File: config.mk
export PLATFORM = sky130hd
export DESIGN_NAME = srl_latch_unit
export DESIGN_NICKNAME = d
export VERILOG_FILES = /design/src/hw/srl_pkg.sv /design/src/hw/srl_latch_unit.sv
export SDC_FILE = /design/constraint.sdc
export NUM_CORES = 1
export LEC_CHECK = 0
export ABC_AREA = 1
export BUFFER_PORTS_ARGS = -buffer_cell sky130_fd_sc_hd__buf_2
export CORE_MARGIN = 3
export CORE_UTILIZATION = 44
export CTS_BUF_LIST = sky130_fd_sc_hd__clkbuf_16
export DETAILED_ROUTE_END_ITERATION = 8
export PLACE_DENSITY = 0.79
export SYNTH_ARGS = -nofsm -noshare
export SYNTH_HDL_FRONTEND = slang
export SYNTH_SLANG_ARGS = --single-unit
File: constraint.sdc
create_clock -name core_clk -period 1.63 [get_ports core_clk]
set_input_delay 0.163 -clock core_clk [delete_from_list [all_inputs] [get_ports core_clk]]
set_output_delay 0.163 -clock core_clk [all_outputs]
set_load 0.01 [all_outputs]
File: src/hw/srl_pkg.sv
// Package of constants for the set/reset latch unit
package srl_pkg;

  // ==========================================================
  // Register map (word offsets on the bus, byte addresses)
  localparam logic [3:0] SRL_CTRL_OFFSET = 4'h0; // latch_control_primary
  localparam logic [3:0] SRL_SRC_OFFSET  = 4'h4; // latch_source_enables
  localparam logic [7:0] SRL_CTRL_RESET  = 8'h00;
  localparam logic [7:0] SRL_SRC_RESET   = 8'h00;

  // ==========================================================
  // Field positions in latch_control_primary
  localparam int SRL_LEN_BIT   = 7;
  localparam int SRL_DIV_LSB   = 4;
  localparam int SRL_QEN_BIT   = 3;
  localparam int SRL_NQEN_BIT  = 2;
  localparam int SRL_PSET_BIT  = 1;
  localparam int SRL_PRST_BIT  = 0;

  // ==========================================================
  // Field positions in latch_source_enables
  localparam int SRL_PIN_SET_BIT  = 7;
  localparam int SRL_DIV_SET_BIT  = 6;
  localparam int SRL_C2_SET_BIT   = 5;
  localparam int SRL_C1_SET_BIT   = 4;
  localparam int SRL_PIN_RST_BIT  = 3;
  localparam int SRL_DIV_RST_BIT  = 2;
  localparam int SRL_C2_RST_BIT   = 1;
  localparam int SRL_C1_RST_BIT   = 0;

  // ==========================================================
  // Divider: pulse every 2^(code+2) cycles, longest 512
  localparam int SRL_DIV_WIDTH     = 9;
  localparam int SRL_DIV_BASE_LOG2 = 2;

endpackage

File: src/hw/srl_latch_unit.sv
// Set/reset latch unit with a classic Wishbone register slave
//
// Our own choices: the Wishbone slave port and the register addresses.
`timescale 1ns/1ps
`default_nettype none

// Contract
// Enabled latch with true-output enable drives true output pin.
// Enabled latch with inverted-output enable drives inverted output pin.
// Both output pins may be driven at the same time.
// Software clears port direction of pins used for latch outputs.
// Latch state undefined after reset; software initialises before enabling.
// Latch enable bit gates the latch; disabled means pins undriven.
// Divider pulse one cycle wide, every 2^(code+2) cycles.
// Writing one to set pulse bit sets latch for one cycle.
// Writing one to reset pulse bit resets latch for one cycle.
// Pulse bits self-clear and always read zero.
// Pin set enable lets high input pin set the latch.
// Divider set enable lets periodic pulse set the latch.
// Comparator set enables let high comparator outputs set latch.
// Pin reset enable lets high input pin reset the latch.
// Divider reset enable lets periodic pulse reset the latch.
// Comparator reset enables let high comparator outputs reset latch.
// Reset dominates when set and reset are both high.
// Comparator inputs may be the timer-synchronised versions.
// Set and reset are ORs of all enabled sources.
module srl_latch_unit (
  input  wire logic        core_clk,               // System clock 250 MHz
  input  wire logic        reset,                  // Synchronous, high
  input  wire logic        wb_cyc_i,               // Bus cycle
  input  wire logic        wb_stb_i,               // Bus strobe
  input  wire logic        wb_we_i,                // Write enable
  input  wire logic [3:0]  wb_adr_i,               // Byte address
  input  wire logic [3:0]  wb_sel_i,               // Byte selects
  input  wire logic [31:0] wb_dat_i,               // Write data
  output logic      [31:0] wb_dat_o,               // Read data
  output logic             wb_ack_o,               // Acknowledge
  input  wire logic        latch_input_pin,        // External set/reset pin
  input  wire logic        cmp1_raw_output,        // Comparator 1 raw
  input  wire logic        cmp2_raw_output,        // Comparator 2 raw
  input  wire logic        cmp1_synced_output,     // Comparator 1 synced
  input  wire logic        cmp2_synced_output,     // Comparator 2 synced
  input  wire logic        cmp1_sync_select,       // Use synced cmp1
  input  wire logic        cmp2_sync_select,       // Use synced cmp2
  output logic             true_output_pin,        // Latch Q out
  output logic             true_output_pin_oe,     // Q driver enable
  output logic             inverted_output_pin,    // Latch inverted out
  output logic             inverted_output_pin_oe  // Inverted driver enable
);
  import srl_pkg::*;

  // ==========================================================
  // State
  typedef struct packed {
    logic [7:0]               ctrl;      // pulse bits always stored as 0
    logic [7:0]               src;
    logic                     pset;      // one-cycle software set
    logic                     prst;      // one-cycle software reset
    logic [SRL_DIV_WIDTH-1:0] div_cnt;
    logic                     div_pulse;
    logic [2:0]               pin_sh;    // pin synchroniser
    logic [2:0]               c1_sh;
    logic [2:0]               c2_sh;
    logic                     pin_lvl;
    logic                     c1_lvl;
    logic                     c2_lvl;
    logic                     q;
    logic                     ack;
    logic [31:0]              rdata;
    logic                     q_pin;
    logic                     q_oe;
    logic                     nq_pin;
    logic                     nq_oe;
  } srl_state_type;

  srl_state_type state_reg;
  srl_state_type state_next;

  logic                     wr_hit;
  logic                     rd_ctrl;
  logic                     set_in;
  logic                     rst_in;
  logic                     q_new;
  logic [SRL_DIV_WIDTH-1:0] div_mask;
  logic                     c1_src;
  logic                     c2_src;

  // ==========================================================
  // Comparator source selection; both are treated as async
  assign c1_src = cmp1_sync_select ? cmp1_synced_output : cmp1_raw_output;
  assign c2_src = cmp2_sync_select ? cmp2_synced_output : cmp2_raw_output;

  // Divider mask: all ones below bit code+2
  assign div_mask = SRL_DIV_WIDTH'((10'h001 << (32'(state_reg.ctrl[6:4])
                    + SRL_DIV_BASE_LOG2)) - 10'h001);

  // Combined latch inputs from every enabled source
  assign set_in = state_reg.pset
    | (state_reg.src[SRL_PIN_SET_BIT] & state_reg.pin_lvl)
    | (state_reg.src[SRL_DIV_SET_BIT] & state_reg.div_pulse)
    | (state_reg.src[SRL_C2_SET_BIT]  & state_reg.c2_lvl)
    | (state_reg.src[SRL_C1_SET_BIT]  & state_reg.c1_lvl);
  assign rst_in = state_reg.prst
    | (state_reg.src[SRL_PIN_RST_BIT] & state_reg.pin_lvl)
    | (state_reg.src[SRL_DIV_RST_BIT] & state_reg.div_pulse)
    | (state_reg.src[SRL_C2_RST_BIT]  & state_reg.c2_lvl)
    | (state_reg.src[SRL_C1_RST_BIT]  & state_reg.c1_lvl);

  // Reset dominant latch
  assign q_new = rst_in ? 1'b0 : (set_in ? 1'b1 : state_reg.q);

  assign wr_hit  = wb_cyc_i & wb_stb_i & wb_we_i & ~state_reg.ack & wb_sel_i[0];
  assign rd_ctrl = (wb_adr_i == SRL_CTRL_OFFSET);

  // ==========================================================
  // Next-state logic
  always_comb
  begin
    state_next = state_reg;
    // Three-stage synchronisers; a change counts when stages 2 and 3 agree
    state_next.pin_sh = {state_reg.pin_sh[1:0], latch_input_pin};
    state_next.c1_sh  = {state_reg.c1_sh[1:0], c1_src};
    state_next.c2_sh  = {state_reg.c2_sh[1:0], c2_src};
    if (state_reg.pin_sh[2] == state_reg.pin_sh[1])
      state_next.pin_lvl = state_reg.pin_sh[2];
    if (state_reg.c1_sh[2] == state_reg.c1_sh[1])
      state_next.c1_lvl = state_reg.c1_sh[2];
    if (state_reg.c2_sh[2] == state_reg.c2_sh[1])
      state_next.c2_lvl = state_reg.c2_sh[2];
    // Free-running divider; pulse one cycle when low bits wrap
    state_next.div_cnt   = state_reg.div_cnt + 1'b1;
    state_next.div_pulse = ((state_reg.div_cnt & div_mask) == div_mask);
    // Software pulses last one cycle only
    state_next.pset = 1'b0;
    state_next.prst = 1'b0;
    // Latch keeps updating from its sources while disabled, so it can be primed first
    state_next.q = q_new;
    // Bus slave: one wait state, ack drops the cycle after it rises
    state_next.ack   = wb_cyc_i & wb_stb_i & ~state_reg.ack;
    state_next.rdata = 32'h0000_0000;
    if (wb_cyc_i & wb_stb_i & ~state_reg.ack & ~wb_we_i)
    begin
      if (rd_ctrl)
        state_next.rdata = {24'h000000, state_reg.ctrl[7:2], 2'b00};
      else if (wb_adr_i == SRL_SRC_OFFSET)
        state_next.rdata = {24'h000000, state_reg.src};
    end
    if (wr_hit & rd_ctrl)
    begin
      state_next.ctrl = {wb_dat_i[7:2], 2'b00};
      state_next.pset = wb_dat_i[SRL_PSET_BIT];
      state_next.prst = wb_dat_i[SRL_PRST_BIT];
    end
    if (wr_hit & (wb_adr_i == SRL_SRC_OFFSET))
      state_next.src = wb_dat_i[7:0];
    // Output pins; both may be live together
    state_next.q_pin  = state_reg.q;
    state_next.nq_pin = ~state_reg.q;
    state_next.q_oe   = state_reg.ctrl[SRL_LEN_BIT]
                        & state_reg.ctrl[SRL_QEN_BIT];
    state_next.nq_oe  = state_reg.ctrl[SRL_LEN_BIT]
                        & state_reg.ctrl[SRL_NQEN_BIT];
    if (reset)
    begin
      state_next       = '0;
      state_next.ctrl  = SRL_CTRL_RESET;
      state_next.src   = SRL_SRC_RESET;
      state_next.q     = state_reg.q; // latch not initialised by reset
    end
  end

  // ==========================================================
  // State register
  always_ff @(posedge core_clk)
  begin
    state_reg <= state_next;
  end

  assign wb_dat_o               = state_reg.rdata;
  assign wb_ack_o               = state_reg.ack;
  assign true_output_pin        = state_reg.q_pin;
  assign true_output_pin_oe     = state_reg.q_oe;
  assign inverted_output_pin    = state_reg.nq_pin;
  assign inverted_output_pin_oe = state_reg.nq_oe;

  // ==========================================================
  // Checks
  qen_follows_a: assert property (@(posedge core_clk) disable iff (reset)
    ##1 true_output_pin_oe == $past(state_reg.ctrl[7] & state_reg.ctrl[3]))
    else $error("true output enable wrong");
  nqen_follows_a: assert property (@(posedge core_clk) disable iff (reset)
    ##1 inverted_output_pin_oe == $past(state_reg.ctrl[7] & state_reg.ctrl[2]))
    else $error("inverted output enable wrong");
  disabled_quiet_a: assert property (@(posedge core_clk) disable iff (reset)
    !state_reg.ctrl[7] |=> !true_output_pin_oe && !inverted_output_pin_oe)
    else $error("pins driven while disabled");
  pulse_once_a: assert property (@(posedge core_clk) disable iff (reset)
    state_reg.pset |=> !state_reg.pset)
    else $error("set pulse longer than one cycle");
  rpulse_once_a: assert property (@(posedge core_clk) disable iff (reset)
    state_reg.prst |=> !state_reg.prst)
    else $error("reset pulse longer than one cycle");
  pulse_bits_zero_a: assert property (@(posedge core_clk) disable iff (reset)
    wb_ack_o |-> wb_dat_o[1:0] == 2'b00)
    else $error("pulse bits read nonzero");
  reset_dom_a: assert property (@(posedge core_clk) disable iff (reset)
    rst_in |=> !state_reg.q)
    else $error("latch not reset");
  set_works_a: assert property (@(posedge core_clk) disable iff (reset)
    set_in && !rst_in |=> state_reg.q)
    else $error("latch not set");
  div_pulse_a: assert property (@(posedge core_clk) disable iff (reset)
    state_reg.div_pulse && state_reg.ctrl[6:4] == 3'h0
    && $stable(state_reg.ctrl) |=> !state_reg.div_pulse ##3 state_reg.div_pulse)
    else $error("divider period wrong");
  // Both drivers may be live at once when both enables are set
  both_pins_a: assert property (@(posedge core_clk) disable iff (reset)
    state_reg.ctrl[7] && state_reg.ctrl[3] && state_reg.ctrl[2]
    |=> true_output_pin_oe && inverted_output_pin_oe)
    else $error("both pins not driven together");
  // Only looked at while a pad is driven: the latch is unknown until primed
  inv_pins_a: assert property (@(posedge core_clk) disable iff (reset)
    true_output_pin_oe || inverted_output_pin_oe
    |-> inverted_output_pin == ~true_output_pin)
    else $error("outputs not complementary");
  q_pin_follows_a: assert property (@(posedge core_clk) disable iff (reset)
    ##1 true_output_pin_oe |-> true_output_pin == $past(state_reg.q))
    else $error("true pin does not follow latch");

  // ==========================================================
  // Bus checks
  ack_pulse_a: assert property (@(posedge core_clk) disable iff (reset)
    wb_ack_o |=> !wb_ack_o)
    else $error("ack longer than one cycle");
  ack_answer_a: assert property (@(posedge core_clk) disable iff (reset)
    wb_cyc_i && wb_stb_i && !wb_ack_o |=> wb_ack_o)
    else $error("request not answered");
  rdata_upper_a: assert property (@(posedge core_clk) disable iff (reset)
    wb_ack_o |-> wb_dat_o[31:8] == 24'h000000)
    else $error("upper read data not zero");
  ctrl_write_a: assert property (@(posedge core_clk) disable iff (reset)
    wr_hit && rd_ctrl |=> state_reg.ctrl[1:0] == 2'b00)
    else $error("pulse bits stored");
  pset_write_a: assert property (@(posedge core_clk) disable iff (reset)
    wr_hit && rd_ctrl && wb_dat_i[1] |=> state_reg.pset)
    else $error("set pulse not raised");

  // ==========================================================
  // Source checks
  div_narrow_a: assert property (@(posedge core_clk) disable iff (reset)
    state_reg.div_pulse |=> !state_reg.div_pulse)
    else $error("divider pulse wider than one cycle");
  pin_set_a: assert property (@(posedge core_clk) disable iff (reset)
    state_reg.src[7] && state_reg.pin_lvl && !rst_in |=> state_reg.q)
    else $error("pin did not set latch");
  pin_reset_a: assert property (@(posedge core_clk) disable iff (reset)
    state_reg.src[3] && state_reg.pin_lvl |=> !state_reg.q)
    else $error("pin did not reset latch");

endmodule
`default_nettype wire

# Yosys cells after proc, flatten, opt, wreduce, memory -nomap -nowiden
# Index checks and enable logic that the tools add are counted.
[word_totals] out_inout_bits=37 wordCells=76 reg_bits=76
[op_classes] shift=1 mux=5 n_eq_ne=5 bitwise=34 addsub=3 reduce_logical=7
[op_table] operator="1-bit bitwise AND" count=18
[op_table] operator="8-bit two-way mux" count=2
[op_table] operator="9-bit by 1-bit adder with 9-bit output, second input constant" count=1
[op_table] operator="9-bit bitwise AND" count=1
[op_table] operator="9-bit == test" count=1
[op_table] operator="1-bit by 4-bit left shift with 9-bit output, first input constant" count=1
[op_table] operator="9-bit by 1-bit subtractor with 9-bit output, second input constant" count=1
[op_table] operator="1-bit OR" count=8
[op_table] operator="1-bit inverter" count=7
[op_table] operator="3-bit by 2-bit adder with 4-bit output, second input constant" count=1
[op_table] operator="4-bit by 3-bit == test with 1-bit output, second input constant" count=1
[op_table] operator="4-bit logical NOT" count=1
[op_table] operator="2-bit OR reduction" count=2
[op_table] operator="4-bit OR reduction" count=1
[op_table] operator="1-bit == test" count=3
[op_table] operator="1-bit two-way mux" count=3
[op_table] operator="3-bit OR reduction" count=1
[op_table] operator="2-bit AND reduction" count=1
[op_table] operator="2-bit nonzero test" count=1

# Logic depth before layout (Yosys ltp)
[depth] depth_word=7 depth_mapped=10

# Least setup slack after synthesis
# Ideal clock, no wire load.
[synth_timing] path_kind="reg2reg" from="register state_reg[75] (netlist name)" to="register state_reg[50] (netlist name)" required_ps=1517 period_less_slack_ps=1610 path_slack_ps=20 setup_ps=113 arrival_ps=1497 n_path_buf=0 path_stages_with_launch=9 cell_sequence="dfxtp_1 > inv_1 > ha_1 > inv_1 > nand3_1 > o21ai_0 > nor2_1 > nor2_1 > nor2_1"
[synth_between] elab_chain_cells=5
[synth_lines] element="start: declaration" line_no="srl_latch_unit.sv:76" source="srl_state_type state_reg;"
[synth_lines] element="start signal: assignment" line_no="srl_latch_unit.sv:176" source="state_reg <= state_next;"
[synth_lines] element="3-bit by 2-bit adder with 4-bit output *" line_no="srl_latch_unit.sv:95" source="+ SRL_DIV_BASE_LOG2)) - 10'h001);"
[synth_lines] element="1-bit by 4-bit left shift with 9-bit output *" line_no="srl_latch_unit.sv:94" source="assign div_mask = SRL_DIV_WIDTH'((10'h001 << (32'(state_reg.ctrl[6:4])"
[synth_lines] element="9-bit by 1-bit subtractor with 9-bit output *" line_no="srl_latch_unit.sv:95"
[synth_lines] element="9-bit bitwise AND" line_no="srl_latch_unit.sv:132" source="state_next.div_pulse = ((state_reg.div_cnt & div_mask) == div_mask);"
[synth_lines] element="9-bit == test *" line_no="srl_latch_unit.sv:132"
# Every way passes the cells marked *; elsewhere a longest branch is shown, timed or not.
# A chain may end at the register's enable or synchronous reset.

# Final worst setup path
[layout_timing] from="register state_reg[76] (netlist name)" to="register state_reg[50] (netlist name)"
# The elaborated chain is that of the path after synthesis.

==> flow_summary_export.csv <==
group,metric,value,unit
worst_hold_path,hold_start,"cmp2_sync_select",
pwr,p_per_area,936,nW/um2
detailed_routing,antenna_left,0,
synthesis,ys_warn_count,0,
placed_design,gp_congestion,0.793,
global_route,grt_max_degree,24,
floorplan,core_area,5170,um2
critical_path,startpoint_type,"flip-flop",
layout,nets,393,
timing,final_hold_viol_count,0,
layout,syn_to_final_growth,12.1,%
critical_path,crit_chain,"inv_1 -> ha_1 -> inv_1 -> nand3_2 -> nand2_1 -> nor2_1 -> nor2_1 -> nand4_1 -> nor2_1",
floorplan,start_util,45.8,%
flow_run,drv_cap,0,
timing,clock_skew,0.00652,ns
pwr,leakage,1.20,nW
layout,regArea,1050,um2
floorplan,die_w,79.4,um
clocking,cts_root_buffer,"clkbuf_16",
layout,fill_cells,518,
clocking,htreeDepth,2,
placed_design,place_ws,0.101,ns
layout,multi_input_area,982,um2
timing,setup_slack,0.109,ns
floorplan,die_area,6300,um2
clocking,cts_num_sinks,52,
layout,final_area,2660,um2
global_route,grt_use_total,14.7,%
critical_path,worstSetupPathType,"flip-flop to flip-flop",
critical_path,worstSetupStartpoint,"state_reg[76]",
timing,min_period,1.52,ns
detailed_routing,num_vias,1843,
timing,setup_viol,0,
pwr,ir_worst_vdd,0.765,mV
critical_path,cpPeakStageDelay,0.36,ns
placed_design,port_buffers,37,
clocking,path_clk_slew,0.07,ns
critical_path,cp-end-kind,"flip-flop",
critical_path,cp_max_fo,5,
layout,finish.utilization,51.4,%
worst_hold_path,holdCritPathClass,"primary input to flip-flop",
critical_path,critPathArrivalTime,1.74,ns
run_status,status,"complete, no violations",
critical_path,crit_buf_inv,2,
placed_design,place_area,2500,um2
detailed_routing,firstDrtPassIters,6,
synthesis,syn-cell-area,2370,um2
critical_path,timing.rr.start,"state_reg[76]",
synthesis,syn_avg_cell_area,7.93,um2
critical_path,path_common_cell,"nor2_1",
clocking,clk_latency,0.29,ns
synthesis,ys_ff_latch,52,
detailed_routing,wl,4490,um
global_route,antenna_found_initial,0,
pwr,power,2.49,mW
floorplan,die_h,79.4,um
detailed_routing,drc_errors,0,
synthesis,synthCells,299,
critical_path,crit_slowest_cell,"dfxtp_1",
critical_path,critical-path-top-delay-family,"simple AND/OR/NAND/NOR gates",
clocking,cts_tree,"built",
detailed_routing,via_per_inst,4.55,
critical_path,worstPathRequired,1.85,ns
clocking,numCtsBuffers,5,
floorplan,io_pins,89,
layout,diodes,0,
global_route,grt_pass1_wl,7180,um
layout,largest_reg_flops,39,
timing,timing.fmax,0.658,GHz
timing,post-route-period-util,93.3,%
synthesis,synth_cell_type_count,30,
global_route,grt_pass1_vias,1696,
timing,fin_hold_ws,0.0605,ns
timing,slew_viol_final,0,
layout,drive_gt1_share,19.7,%
detailed_routing,drt_iter0_drc,130,
detailed_routing,wire_per_inst,11.1,um
global_route,gr-total-overflow,0,
floorplan,num_rows,26,
synthesis,ys_seq_area_share,44.4,%
clocking,clockBufferDepth,2,
clocking,cts_hold_buf,0,
placed_design,hpwl,3300,um
## cell usage in the layout, fill, tap and decap left out, drive strengths merged
cell,count
a21oi,20
dfxtp,51
nor2,50
nand4,3
nand2,24
a211oi,2
nand3b,1
clkbuf,5
o21bai,1
conb,24
clkinv,2
ha,7
inv,45
buf,42
nor3,13
o21ai,23
nand3,15
o22ai,6
edfxtp,1
## report_power, final
part           internal (mW)  switching (mW)
clock network          0.574           0.458
registers               1.29          0.0107
logic                 0.0491           0.100
total                   1.92           0.568
## cells in the mapped netlist
master    number  area [um2]
dfxtp_1       51        1020
nor2_1        46         173
inv_1         44         165
buf_4         32         240
nand2_1       22        82.6
a21oi_1       19        95.1
o21ai_0       17        85.1
nand3_1       12        60.1
nor3_1        12        60.1
ha_1           7        87.6
o22ai_1        6        37.5
o21ai_1        5        25.0
nor2_4         4        45.0
nand3_2        3        30.0
a211oi_1       2        15.0
buf_2          2        10.0
nand4_1        2        12.5
a21oi_2        1        8.76
buf_1          1        3.75
buf_6          1        11.3
clkbuf_1       1        3.75
conb_1         1        3.75
edfxtp_1       1        30.0
nand2_2        1        6.26
nand2_4        1        11.3
nand3b_1       1        7.51
nand4_2        1        12.5
nor3_2         1        10.0
o21ai_2        1        8.76
o21bai_1       1        7.51
## cells by family (layout without fill, tap and decap cells)
logic type / count (synthesis) / in the layout / synth area share [%]
compound gates: 52 / 52 / 11.9
fa+ha+maj: 7 / 7 / 3.70
buf+inv: 81 / 94 / 18.3
flops: 52 / 52 / 44.4
other cells: 1 / 24 / 0.158
simple gates: 106 / 106 / 21.5
## what timing repair did
item | CTS | global route
resized for setup | 0 | 4
endpoints found under the setup margin | 0 | 1
buffers inserted | 0 | 0
hold endpoints to repair | 0 | 0
## final timing paths
check	to	slack, ns	cells after the start
max	state_reg[50]	0.11	9
min	state_reg[41]	0.06	2
max reg2reg	state_reg[50]	0.11	9
min reg2reg	state_reg[48]	0.40	2
## stage by stage
| step | instances | setup TNS (ns) |
|---|---|---|
| after global routing | 405 | -0.0670 |
| after floorplan | 322 | 0 |
| final | 405 | 0 |
| after CTS | 405 | 0 |
| after global placement | 397 | 0 |
| after detailed placement | 397 | 0 |
## routing by layer
| metal | track usage [%] | vias to the layer above | wire [um] |
|---|---|---|---|
| li1 | - | 969 | - |
| met1 | 16.6 | 815 | 1930 |
| met2 | 25.3 | 55 | 2190 |
| met3 | 4.74 | 4 | 317 |
| met4 | 6.36 | 0 | 51 |
| met5 | 0 | - | 0 |
## final cells by class
class                      instances  share of cell area [%]
inverter                          44                    6.22
sequential                        52                    39.6
tap                               70                    3.30
multi-input combinational        189                    37.0
clock inverter                     3                   0.848
timing repair buffer              42                    8.38
clock buffer                       5                    4.71
Power figures use the tool's default switching activity.
